==> src/pmc_pkg.sv <==
// Constants and types shared by the power mode controller and its wake timer.
//
// Contract
// - Active mode runs processor and enabled peripherals.
// - Idle gates processor and memory; interrupts wake.
// - Standby keeps only always-on domain; selected wakes.
// - Standby wake resumes processor; retention keeps configuration.
// - I/O pins stay latched throughout standby.
// - Shutdown powers everything off, I/O stays latched.
// - Shutdown wake pin change acts as reset.
// - Reset cause distinguishes pin wake, pin, power-on.
// - Wake latencies 14, 151 and 1015 us.
// - Reset pin always wakes; pin edge and clock limited.
// - Standby brown-out detector duty cycled; trip locks device.
// - 24 MHz crystal doubled to 48 MHz clock.
// - Slow clock may come from internal RC oscillator.
// - Sensor processor runs alone; configured conditions wake.
// - Always-on domain on except in shutdown; the controller also turns it off in held reset.
// - Real-time clock wakes whenever its clock runs.
package pmc_pkg;

  // ----------------------------------------------------------------
  // Timing
  // ----------------------------------------------------------------
  localparam int unsigned CLK_MHZ          = 40;    // System clock rate in MHz.
  localparam int unsigned WAKE_IDLE_US     = 14;    // Wake latency from idle.
  localparam int unsigned WAKE_STBY_US     = 151;   // Wake latency from standby.
  localparam int unsigned WAKE_BOOT_US     = 1015;  // Wake latency from shutdown or reset.
  localparam int unsigned WAKE_IDLE_CYCLES = WAKE_IDLE_US * CLK_MHZ;
  localparam int unsigned WAKE_STBY_CYCLES = WAKE_STBY_US * CLK_MHZ;
  localparam int unsigned WAKE_BOOT_CYCLES = WAKE_BOOT_US * CLK_MHZ;
  localparam int unsigned PD_CYCLES        = 4;     // Power-down sequence length.
  localparam int unsigned RECHARGE_CYCLES  = 4000;  // Standby supply recharge period.
  localparam int unsigned TMR_W            = 16;    // Wake timer width.

  // ----------------------------------------------------------------
  // Clock references
  // ----------------------------------------------------------------
  localparam int unsigned FAST_XTAL_MHZ = 24;  // Crystal reference, used only when fast_xtal_sel_i is set.
  localparam int unsigned FAST_CLK_MHZ  = 48;  // Doubled high-speed clock.

  // ----------------------------------------------------------------
  // Reset cause codes
  // ----------------------------------------------------------------
  localparam logic [1:0] CAUSE_POR    = 2'h0;  // Power-on reset.
  localparam logic [1:0] CAUSE_PIN    = 2'h1;  // Reset pin.
  localparam logic [1:0] CAUSE_SDWAKE = 2'h2;  // Shutdown wake pin.

  // ----------------------------------------------------------------
  // Controller states
  // ----------------------------------------------------------------
  typedef enum logic [3:0] {
    ST_ACTIVE   = 4'h0,
    ST_PD       = 4'h1,
    ST_IDLE     = 4'h2,
    ST_STANDBY  = 4'h3,
    ST_SHUTDOWN = 4'h4,
    ST_HELD     = 4'h5,
    ST_WAKE     = 4'h6,
    ST_LOCKED   = 4'h7
  } pmc_state_e;

endpackage

==> src/wake_timer.sv <==
// Down-counter that times the power-down sequence and wake latencies.
`timescale 1ns/1ps
module wake_timer
  import pmc_pkg::*;
#(
  parameter int unsigned WIDTH = TMR_W
) (
  // Clock and reset.
  input  wire logic             clk_i,
  input  wire logic             rst_i,
  // Load and expiry.
  input  wire logic             load_i,
  input  wire logic [WIDTH-1:0] count_i,
  output logic                  done_o
);

  logic [WIDTH-1:0] cnt_q;  // Remaining cycles.

  // ----------------------------------------------------------------
  // Counter
  // ----------------------------------------------------------------
  // A load restarts the count; otherwise it runs down to zero and stops.
  always_ff @(posedge clk_i or posedge rst_i) begin
    if (rst_i) begin
      cnt_q <= '0;
    end else if (load_i) begin
      cnt_q <= count_i;
    end else if (cnt_q != '0) begin
      cnt_q <= cnt_q - 1'b1;
    end
  end

  // Expiry is a one-cycle pulse on the edge the count reaches zero.
  always_ff @(posedge clk_i or posedge rst_i) begin
    if (rst_i) begin
      done_o <= 1'b0;
    end else begin
      done_o <= !load_i && (cnt_q == {{(WIDTH-1){1'b0}}, 1'b1});
    end
  end

endmodule

==> src/power_mode_controller.sv <==
// Power mode controller: mode sequencing, domain and clock gating, I/O latching.
`timescale 1ns/1ps
module power_mode_controller
  import pmc_pkg::*;
#(
  parameter int unsigned NUM_IO        = 16,
  parameter int unsigned WAKE_STBY_CYC = WAKE_STBY_CYCLES,
  parameter int unsigned WAKE_BOOT_CYC = WAKE_BOOT_CYCLES,
  parameter int unsigned RECHARGE_CYC  = RECHARGE_CYCLES
) (
  // Clock and reset.
  input  wire logic              clk_i,
  input  wire logic              rst_i,
  // Software mode requests from the main processor.
  input  wire logic              req_idle_i,
  input  wire logic              req_standby_i,
  input  wire logic              req_shutdown_i,
  // Wake sources.
  input  wire logic              irq_i,
  input  wire logic              pin_edge_i,
  input  wire logic              rtc_evt_i,
  input  wire logic              sensor_evt_i,
  input  wire logic              sensor_wake_en_i,
  input  wire logic              reset_pin_i,
  input  wire logic              brownout_i,
  // I/O pins.
  input  wire logic [NUM_IO-1:0] io_drive_i,
  input  wire logic [NUM_IO-1:0] io_in_i,
  input  wire logic [NUM_IO-1:0] sd_wake_sel_i,
  output logic      [NUM_IO-1:0] io_o,
  output logic                   io_latch_o,
  // Clock source selection.
  input  wire logic              fast_xtal_sel_i,
  input  wire logic              slow_xtal_sel_i,
  // Mode and status.
  output logic      [3:0]        mode_o,
  output logic      [1:0]        rst_cause_o,
  output logic                   locked_o,
  // Processor and peripheral control.
  output logic                   cpu_run_o,
  output logic                   cpu_resume_o,
  output logic                   cpu_clk_en_o,
  output logic                   mem_clk_en_o,
  output logic                   periph_clk_en_o,
  output logic                   periph_pwr_en_o,
  output logic                   sram_ret_o,
  // Domain power.
  output logic                   always_on_domain_en_o,
  output logic                   sensor_pwr_en_o,
  output logic                   brownout_detector_en_o,
  // Oscillators.
  output logic                   fast_crystal_osc_en_o,
  output logic                   fast_rc_osc_en_o,
  output logic                   doubler_en_o,
  output logic                   slow_crystal_osc_en_o,
  output logic                   slow_rc_osc_en_o
);

  // ----------------------------------------------------------------
  // Declarations
  // ----------------------------------------------------------------
  pmc_state_e              state_q;      // Current mode.
  pmc_state_e              state_d;      // Next mode.
  pmc_state_e              target_q;     // Mode chosen by the last request.
  logic [TMR_W-1:0]        tmr_val;      // Count to load into the timer.
  logic                    tmr_load;     // Timer load strobe.
  logic                    tmr_done;     // Timer expiry pulse.
  logic                    boot_q;       // Current wake is a full reboot.
  logic                    brownout_trip_q;  // Brown-out seen in standby.
  logic [NUM_IO-1:0]       sd_ref_q;     // Pin levels on shutdown entry.
  logic                    sd_change;    // A shutdown wake pin moved.
  logic                    stby_wake;    // Any standby wake source.
  logic                    hold_io;      // Next cycle keeps the pins latched.
  logic [TMR_W-1:0]        rchg_q;       // Recharge period divider.
  logic                    rchg_tick;    // One-cycle recharge enable.
  logic                    req_any;      // Any software entry request.

  // Length of a timed step, adjusted so the mode changes exactly cyc edges later.
  function automatic logic [TMR_W-1:0] steps(input int unsigned cyc);
    steps = TMR_W'(cyc - 1);
  endfunction

  // ----------------------------------------------------------------
  // Wake qualification
  // ----------------------------------------------------------------
  // Standby wakes on a pin edge, a clock event or a selected sensor event.
  assign stby_wake = pin_edge_i || rtc_evt_i || (sensor_evt_i && sensor_wake_en_i);
  // Only pins picked as shutdown wake pins may end a shutdown.
  assign sd_change = |((io_in_i ^ sd_ref_q) & sd_wake_sel_i);
  assign req_any   = req_idle_i || req_standby_i || req_shutdown_i;
  assign hold_io   = (state_d == ST_STANDBY) || (state_d == ST_SHUTDOWN);

  // ----------------------------------------------------------------
  // Wake timer
  // ----------------------------------------------------------------
  // Times both the power-down sequence and each wake latency.
  wake_timer #(
    .WIDTH   (TMR_W)
  ) u_timer (
    .clk_i   (clk_i),
    .rst_i   (rst_i),
    .load_i  (tmr_load),
    .count_i (tmr_val),
    .done_o  (tmr_done)
  );

  // ----------------------------------------------------------------
  // Next-state logic
  // ----------------------------------------------------------------
  // The reset pin overrides every mode; other exits depend on the mode.
  always_comb begin
    state_d  = state_q;
    tmr_load = 1'b0;
    tmr_val  = '0;
    if (reset_pin_i) begin
      // The reset pin wakes from any mode, locked included; held reset stays held while it is asserted.
      state_d = ST_HELD;
    end else begin
      case (state_q)
        ST_ACTIVE: begin
          // Low-power entry starts only on a software request.
          if (req_any) begin
            state_d  = ST_PD;
            tmr_load = 1'b1;
            tmr_val  = steps(PD_CYCLES);
          end
        end
        ST_PD: begin
          // Domains drop only once the sequence has run out.
          if (tmr_done) begin
            state_d = target_q;
          end
        end
        ST_IDLE: begin
          // Any interrupt, pin edge or clock event ends idle.
          if (irq_i || pin_edge_i || rtc_evt_i) begin
            state_d  = ST_WAKE;
            tmr_load = 1'b1;
            tmr_val  = steps(WAKE_IDLE_CYCLES);
          end
        end
        ST_STANDBY: begin
          // Ordinary interrupts are ignored here.
          if (stby_wake) begin
            state_d  = ST_WAKE;
            tmr_load = 1'b1;
            tmr_val  = steps(WAKE_STBY_CYC);
          end
        end
        ST_SHUTDOWN: begin
          // A wake pin change restarts the chip as a reset would.
          if (sd_change) begin
            state_d  = ST_WAKE;
            tmr_load = 1'b1;
            tmr_val  = steps(WAKE_BOOT_CYC);
          end
        end
        ST_HELD: begin
          // Release of the reset pin boots the chip.
          state_d  = ST_WAKE;
          tmr_load = 1'b1;
          tmr_val  = steps(WAKE_BOOT_CYC);
        end
        ST_WAKE: begin
          // A brown-out caught in standby locks the chip instead.
          if (tmr_done) begin
            state_d = brownout_trip_q ? ST_LOCKED : ST_ACTIVE;
          end
        end
        default: begin
          // Locked stays until a reset pin or power-on reset.
          state_d = state_q;
        end
      endcase
    end
  end

  // ----------------------------------------------------------------
  // State register
  // ----------------------------------------------------------------
  // Holds the current mode.
  always_ff @(posedge clk_i or posedge rst_i) begin
    if (rst_i) begin
      state_q <= ST_ACTIVE;
    end else begin
      state_q <= state_d;
    end
  end

  // Remembers which low-power mode was asked for; deepest request wins.
  always_ff @(posedge clk_i or posedge rst_i) begin
    if (rst_i) begin
      target_q <= ST_IDLE;
    end else if (state_q == ST_ACTIVE && req_any) begin
      if (req_shutdown_i) begin
        target_q <= ST_SHUTDOWN;
      end else if (req_standby_i) begin
        target_q <= ST_STANDBY;
      end else begin
        target_q <= ST_IDLE;
      end
    end
  end

  // Marks wakes from shutdown or reset as reboots rather than resumes.
  always_ff @(posedge clk_i or posedge rst_i) begin
    if (rst_i) begin
      boot_q <= 1'b1;
    end else if (state_d == ST_WAKE && state_q != ST_WAKE) begin
      boot_q <= (state_q == ST_SHUTDOWN) || (state_q == ST_HELD);
    end
  end

  // ----------------------------------------------------------------
  // Brown-out handling
  // ----------------------------------------------------------------
  // Divider that opens the detector once per supply recharge.
  always_ff @(posedge clk_i or posedge rst_i) begin
    if (rst_i) begin
      rchg_q <= '0;
    end else if (state_q != ST_STANDBY || rchg_q == TMR_W'(RECHARGE_CYC - 1)) begin
      rchg_q <= '0;
    end else begin
      rchg_q <= rchg_q + 1'b1;
    end
  end
  assign rchg_tick = (state_q == ST_STANDBY) && (rchg_q == TMR_W'(RECHARGE_CYC - 1));

  // A trip taken in standby is kept until a reset clears it.
  always_ff @(posedge clk_i or posedge rst_i) begin
    if (rst_i) begin
      brownout_trip_q <= 1'b0;
    end else if (state_q == ST_STANDBY && brownout_detector_en_o && brownout_i) begin
      brownout_trip_q <= 1'b1;
    end else if (state_q == ST_HELD) begin
      brownout_trip_q <= 1'b0;
    end
  end

  // ----------------------------------------------------------------
  // Reset cause and pin latching
  // ----------------------------------------------------------------
  // Records why the chip last restarted.
  always_ff @(posedge clk_i or posedge rst_i) begin
    if (rst_i) begin
      rst_cause_o <= CAUSE_POR;
    end else if (state_d == ST_HELD) begin
      rst_cause_o <= CAUSE_PIN;
    end else if (state_q == ST_SHUTDOWN && state_d == ST_WAKE) begin
      rst_cause_o <= CAUSE_SDWAKE;
    end
  end

  // Captures the wake pin levels when shutdown is entered.
  always_ff @(posedge clk_i or posedge rst_i) begin
    if (rst_i) begin
      sd_ref_q <= '0;
    end else if (state_d == ST_SHUTDOWN && state_q != ST_SHUTDOWN) begin
      sd_ref_q <= io_in_i;
    end
  end

  // Pins follow their drivers except in standby and shutdown.
  always_ff @(posedge clk_i or posedge rst_i) begin
    if (rst_i) begin
      io_o       <= '0;
      io_latch_o <= 1'b0;
    end else begin
      io_latch_o <= hold_io;
      if (!hold_io) begin
        io_o <= io_drive_i;
      end
    end
  end

  // ----------------------------------------------------------------
  // Domain and clock outputs
  // ----------------------------------------------------------------
  // Every control output is decoded from the next mode into a register.
  always_ff @(posedge clk_i or posedge rst_i) begin
    if (rst_i) begin
      mode_o                 <= ST_ACTIVE;
      locked_o               <= 1'b0;
      cpu_run_o              <= 1'b1;
      cpu_resume_o           <= 1'b0;
      cpu_clk_en_o           <= 1'b1;
      mem_clk_en_o           <= 1'b1;
      periph_clk_en_o        <= 1'b1;
      periph_pwr_en_o        <= 1'b1;
      sram_ret_o             <= 1'b0;
      always_on_domain_en_o  <= 1'b1;
      sensor_pwr_en_o        <= 1'b1;
      brownout_detector_en_o <= 1'b1;
      fast_crystal_osc_en_o  <= 1'b0;
      fast_rc_osc_en_o       <= 1'b1;
      doubler_en_o           <= 1'b0;
      slow_crystal_osc_en_o  <= 1'b0;
      slow_rc_osc_en_o       <= 1'b1;
    end else begin
      mode_o          <= state_d;
      locked_o        <= (state_d == ST_LOCKED);
      // The processor and memory run only in active mode.
      cpu_run_o       <= (state_d == ST_ACTIVE);
      cpu_clk_en_o    <= (state_d == ST_ACTIVE);
      mem_clk_en_o    <= (state_d == ST_ACTIVE);
      cpu_resume_o    <= (state_d == ST_ACTIVE) && !boot_q;
      // Peripherals keep their clock through idle and the entry sequence.
      periph_clk_en_o <= (state_d == ST_ACTIVE) || (state_d == ST_IDLE)
                         || (state_d == ST_PD);
      periph_pwr_en_o <= (state_d != ST_STANDBY) && (state_d != ST_SHUTDOWN)
                         && (state_d != ST_HELD);
      // Retention holds registers and memory through standby.
      sram_ret_o      <= (state_d == ST_STANDBY);
      // Always-on logic and the sensor processor lose power only when off.
      always_on_domain_en_o <= (state_d != ST_SHUTDOWN) && (state_d != ST_HELD);
      sensor_pwr_en_o <= (state_d != ST_SHUTDOWN) && (state_d != ST_HELD);
      // The detector is duty cycled in standby and off when unpowered.
      if (state_d == ST_STANDBY) begin
        brownout_detector_en_o <= rchg_tick;
      end else begin
        brownout_detector_en_o <= (state_d != ST_SHUTDOWN) && (state_d != ST_HELD);
      end
      // The fast clock stops in standby and below.
      if ((state_d == ST_ACTIVE) || (state_d == ST_IDLE) || (state_d == ST_PD)
          || (state_d == ST_WAKE) || (state_d == ST_LOCKED)) begin
        fast_crystal_osc_en_o <= fast_xtal_sel_i;
        doubler_en_o          <= fast_xtal_sel_i;
        fast_rc_osc_en_o      <= !fast_xtal_sel_i;
      end else begin
        fast_crystal_osc_en_o <= 1'b0;
        doubler_en_o          <= 1'b0;
        fast_rc_osc_en_o      <= 1'b0;
      end
      // The slow clock keeps running everywhere but shutdown and held reset.
      if ((state_d == ST_SHUTDOWN) || (state_d == ST_HELD)) begin
        slow_crystal_osc_en_o <= 1'b0;
        slow_rc_osc_en_o      <= 1'b0;
      end else begin
        slow_crystal_osc_en_o <= slow_xtal_sel_i;
        slow_rc_osc_en_o      <= !slow_xtal_sel_i;
      end
    end
  end
endmodule

==> config.mk <==
export PLATFORM = sky130hd
export DESIGN_NAME = power_mode_controller
export DESIGN_NICKNAME = d
export VERILOG_FILES = /design/src/pmc_pkg.sv /design/src/wake_timer.sv /design/src/power_mode_controller.sv
export SDC_FILE = /design/constraint.sdc
export NUM_CORES = 1
export LEC_CHECK = 0
export ABC_AREA = 1
export BUFFER_PORTS_ARGS = -buffer_cell sky130_fd_sc_hd__buf_2
export CELL_PAD_IN_SITES_DETAIL_PLACEMENT = 1
export CELL_PAD_IN_SITES_GLOBAL_PLACEMENT = 2
export CORE_MARGIN = 2
export CORE_UTILIZATION = 28
export DETAILED_ROUTE_END_ITERATION = 10
export PLACE_DENSITY_LB_ADDON = 0.1
export SLEW_MARGIN = 20
export SYNTH_ARGS = -nofsm -noshare
export SYNTH_HDL_FRONTEND = slang
export SYNTH_SLANG_ARGS = --single-unit
==> constraint.sdc <==
create_clock -name clk_i -period 2.7 [get_ports clk_i]
set_clock_uncertainty 0.05 [all_clocks]
set_input_delay 0.27 -clock clk_i [delete_from_list [all_inputs] [get_ports clk_i]]
set_output_delay 0.27 -clock clk_i [all_outputs]
set_load 0.02 [all_outputs]
Word level (Yosys, flattened, before mapping)
Cells that the tools add are included.
{"block": "word_totals", "memories": 0, "regBits": 90, "out_inout_bits": 39, "input_bits": 62, "romBits": 0, "latch_bits": 0, "ramBits": 0}
{"block": "op_classes", "magnitude_cmp": 0, "shifts": 0, "n_addsub": 2, "n_mux": 35, "div": 0, "n_mul": 0, "bitwise": 2, "n_eq_ne": 21, "n_reduce_logical": 38}
{"operator": "16-bit two-way mux", "count": 5}
{"operator": "16-bit case mux with 5 select lines", "count": 1}
{"operator": "4-bit by 3-bit == test with 1-bit output, second input constant", "count": 7}
{"operator": "4-bit two-way mux", "count": 7}
{"operator": "4-bit case mux with 7 select lines", "count": 1}
{"operator": "16-bit by 1-bit adder with 16-bit output, second input constant", "count": 1}
{"operator": "16-bit AND", "count": 1}
{"operator": "16-bit by 1-bit == test with 1-bit output, second input constant", "count": 1}
{"operator": "16-bit by 12-bit == test with 1-bit output, second input constant", "count": 1}
{"operator": "4-bit by 2-bit == test with 1-bit output, second input constant", "count": 4}
{"operator": "4-bit by 3-bit inequality test with 1-bit output, second input constant", "count": 4}
{"operator": "16-bit nonzero test", "count": 1}
{"operator": "16-bit OR reduction", "count": 1}
{"operator": "16-bit by 1-bit subtractor with 16-bit output, second input constant", "count": 1}
{"operator": "16-bit bitwise XOR", "count": 1}
{"operator": "1-bit logical OR", "count": 14}
{"operator": "1-bit logical AND", "count": 13}
{"operator": "1-bit two-way mux", "count": 13}
{"operator": "13-bit two-way mux", "count": 1}
{"operator": "10-bit two-way mux", "count": 1}
{"operator": "4-bit by 1-bit == test with 1-bit output, second input constant", "count": 2}
{"operator": "4-bit logical NOT", "count": 2}
{"operator": "4-bit by 2-bit inequality test with 1-bit output, second input constant", "count": 2}
{"operator": "2-bit two-way mux", "count": 3}
{"operator": "other kinds (4)", "count": 10}

Depth between registers and ports, before layout
{"block": "depth", "ltp_word": 12, "depth_mapped": 16}

Modules after synthesis
A second synthesis with hierarchy kept.
{"block": "unflattened", "hier_cells": 665, "area_unflattened_um2": 4883.4}
{"module": "power_mode_controller", "area_each_um2": 3611.0, "seq_area_each_um2": 1813.0, "n_inst": 1, "cells_per_inst": 465}
{"module": "wake_timer", "area_each_um2": 1272.5, "seq_area_each_um2": 425.4, "n_inst": 1, "cells_per_inst": 200}

Least setup slack after synthesis
OpenSTA, ideal clock, no wires.
{"block": "synth_path", "kind": "register -> register", "start": "reg mode_o[0] (netlist name)", "end": "reg sd_ref_q[0]", "n_path_buf": 2, "setup_slack_ns": 0.686, "path_stages_with_launch": 12, "arrival_ns": 1.843, "cell_sequence": "dfrtp_1 buf_2 nand2_2 o21ai_0 a21oi_1 nand3b_2 nand2_2 nor2_4 nand3_2 buf_2 nand2_1 o21ai_1"}
{"element": "end signal, assigned", "line_no": "power_mode_controller.sv:259", "rtl": "sd_ref_q <= io_in_i;"}
{"element": "end, declared", "line_no": "power_mode_controller.sv:70", "rtl": "logic [NUM_IO-1:0] sd_ref_q;"}

==> impl_results.md <==
- Max Clk Rate: 0.425 GHz
- Clock sinks: 89
- VDD IR max: 0.596 mV
- Final setup TNS: 0 ns
- CTS resizes: 0
- Min Tclk post-route: 2.35 ns
- Clock Tree Buf Depth: 2
- Leakage: 2.93 nW
- Dpl ws: 0.365 ns
- Main synth FF type: dfrtp_1
- Sequential Power Share: 36.0%
- Clock share of power: 21.5%
- Die area: 17500 sq um
- Crit start category: flip-flop
- Post-Syn Area: 4600 sq um
- Top-count cell post-synth: nand2_1
- Final hold vios: 0
- Critical-path maximum fanout: 11
- Switch Pwr: 0.00269 W
- CTS Buf Count: 9
- CTS Root Cell: clkbuf_16
- Vias in the first global route: 4366
- Critical path type: flip-flop to flip-flop
- Number of synthesized register bits: 89
- Comb power frac: 42.4%
- Total track usage: 15.6%
- Post-synth top area cell: dfrtp_1
- Hold Crit Class: primary input to flip-flop
- TritonCTS clock tree: yes
- Vias per cell: 4.47
- Power per cell area: 1080 nW/um^2
- Most frequent cells after synthesis: 167 x nand2_1, 80 x dfrtp_1, 76 x inv_1
- Post-synth EDFFs: 0
- DIE WIDTH: 132 um
- Vias: 4098
- Initial DRT Pass Iterations: 4
- GRT Residual Overflow: 0
- Slew @ Worst Pin: 0.649 ns
- Residual DRC count: 0
- Wire per inst: 14.1 um
- Antenna violations before repair: 0
- Final ANT Viol Nets: 0
- Arrival time worst endpoint: 2.54 ns
- Largest net degree at the start of global routing: 36
- Slew headroom: 56.7%
- Final period util: 87.1%
- Switching share of power: 43.7%
- IO Port Bufs: 100
- Synth-to-layout area growth: 23.6%
- Htree depth: 3
- Starting Density: 28.8%
- Post-synth ARST share: 100%
- Distinct cell type count of the synthesized netlist: 40
- Area contributors post-synth: dfrtp_1 44%, nand2_1 14%, inv_1 6.2%
- Diode count: 0
- RSZ-0062 raised after global routing: false
- Syn. warnings: 0
- Max cap viols: 0
- Layout cell share with drive strength beyond 1: 23.7%
- Status: finished clean
- Yosys top cell area share: 43.6%
- RD Place Congestion: 0.779
- Clk_lat worst skew: 0.35 ns
- Die Ht: 132 um
- Internal power: 0.00346 W
- Final Setup Violations: 0
- Core area: 15900 sq um
- Drt total wl: 12900 um
- HPWL Detailed: 9780 um
- Crit path capture type: flip-flop
- Final slew viol count: 0
- First-pass GRT wire length: 21800 um
- Syn avg cell area: 7.83 sq um
- # rows: 46
- Post-layout nets: 760
- Fin worst setup slack: 0.350 ns
- Drt initial violations: 121
- Critical Path RT: 2.89 ns
- Syn_nets: 652
- Cells after Synth: 587
- Sequential share of the synthesized area: 48.7%
- Clock slew seen by the registers of the worst setup and hold paths: 0.07 ns
- IO Count: 101
[flip-flops by register name, summed over array words and instances (netlist names), 2 cells and up]
register / cells
u_timer.cnt_q: 16
io_o: 16
rst_cause_o: 2
target_q: 3
rchg_q: 16
mode_o: 4
sd_ref_q: 16
[worst paths after layout]
kind                       slack (ns)                                to  cells after the start                 from
max                              0.35               io_o[1]$_DFFE_PP0N_                     10  mode_o[0]$_DFF_PP0_
max in group asynchronous        1.43  brownout_detector_en_o$_DFF_PP1_                      4                rst_i
min                              0.09              io_o[13]$_DFFE_PP0N_                      3       io_drive_i[13]
min in group asynchronous        0.48               rchg_q[0]$_DFF_PP0_                      3                rst_i
max reg2reg                      0.35               io_o[1]$_DFFE_PP0N_                     10  mode_o[0]$_DFF_PP0_
min reg2reg                      0.41               rchg_q[0]$_DFF_PP0_                      1  rchg_q[0]$_DFF_PP0_
[worst max-delay path, stage by stage, from the launching register on]
cell and delay, ns:
dfrtp_1 0.58, inv_1 0.18, nand3_2 0.15, nand2_1 0.08, nor2_2 0.12, nand3b_2 0.12
nor2_2 0.17, nand4_2 0.34, buf_4 0.31, nand3_1 0.07, nand2_1 0.06
[kinds of logic after synthesis]
logic type | after synthesis | share of synthesized area (%)
compound gates | 55 | 7.08
buf+inv | 93 | 8.58
fa+ha+maj | 3 | 0.817
flops | 89 | 48.7
simple gates | 335 | 32.5
xor+xnor | 12 | 2.29
[metal layers]
layer	wire length, um	up-vias	track usage (%)
met5	0	-	0
met4	127	0	3.62
met3	579	12	4.50
met2	6240	62	26.6
met1	5930	1955	19.6
li1	-	2069	-
[through the flow]
stage	hold WS (ns)	std cells	total power, W	util [%]	area, sq um
global route	0.0892	916	0.00670	35.6	5680
detailed placement	0.328	897	0.00489	33.5	5340
global placement	0.322	897	0.00482	33.5	5340
finish	0.0917	916	0.00615	35.6	5680
floorplan	0.249	587	0.00412	-	4600
CTS	0.0748	916	0.00627	35.6	5680
[cell usage in the layout (no fill, tap or decap), types with 3 or more instances in the layout]
cell,synthesis,layout
nand4_1,8,8
nand2_1,167,167
nor3b_1,4,4
dlygate4sd3_1,0,3
nor3_1,14,14
o21ai_2,6,6
clkbuf_16,0,9
inv_6,0,4
o21ai_1,13,13
nand3_2,4,4
nand3_1,43,43
inv_1,76,75
nand2_2,5,5
o21ai_0,9,9
buf_4,4,7
a21oi_1,18,18
buf_2,6,100
ha_1,3,3
dfstp_2,9,9
xor2_1,10,10
nor4_1,4,4
nand2_4,3,3
nor2_1,70,70
nor2_2,4,4
dfrtp_1,80,80
[layout make-up]
class,count,area [sq um]
multi-input cells,405,1960
repair buffers,111,603
clock inverters,7,83.8
well taps,216,270
fillers,1963,10300
flip-flops and latches,89,2240
clock buffers,9,225
inverters,79,298
[power groups by stage]
stage / Sequential [W] / Clock, W / Combinational, W
after floorplan: 0.00244 / 0 / 0.00168
after global placement: 0.00223 / 0 / 0.00259
after detailed placement: 0.00224 / 0 / 0.00265
after CTS: 0.00222 / 0.00138 / 0.00267
after global routing: 0.00229 / 0.00144 / 0.00297
final: 0.00222 / 0.00133 / 0.00261
[what timing repair did]
action	CTS	global route
buffers inserted	0	0
hold buffers	3	0
endpoints found under the hold margin	30	0
Power figures use the tool's default switching activity.
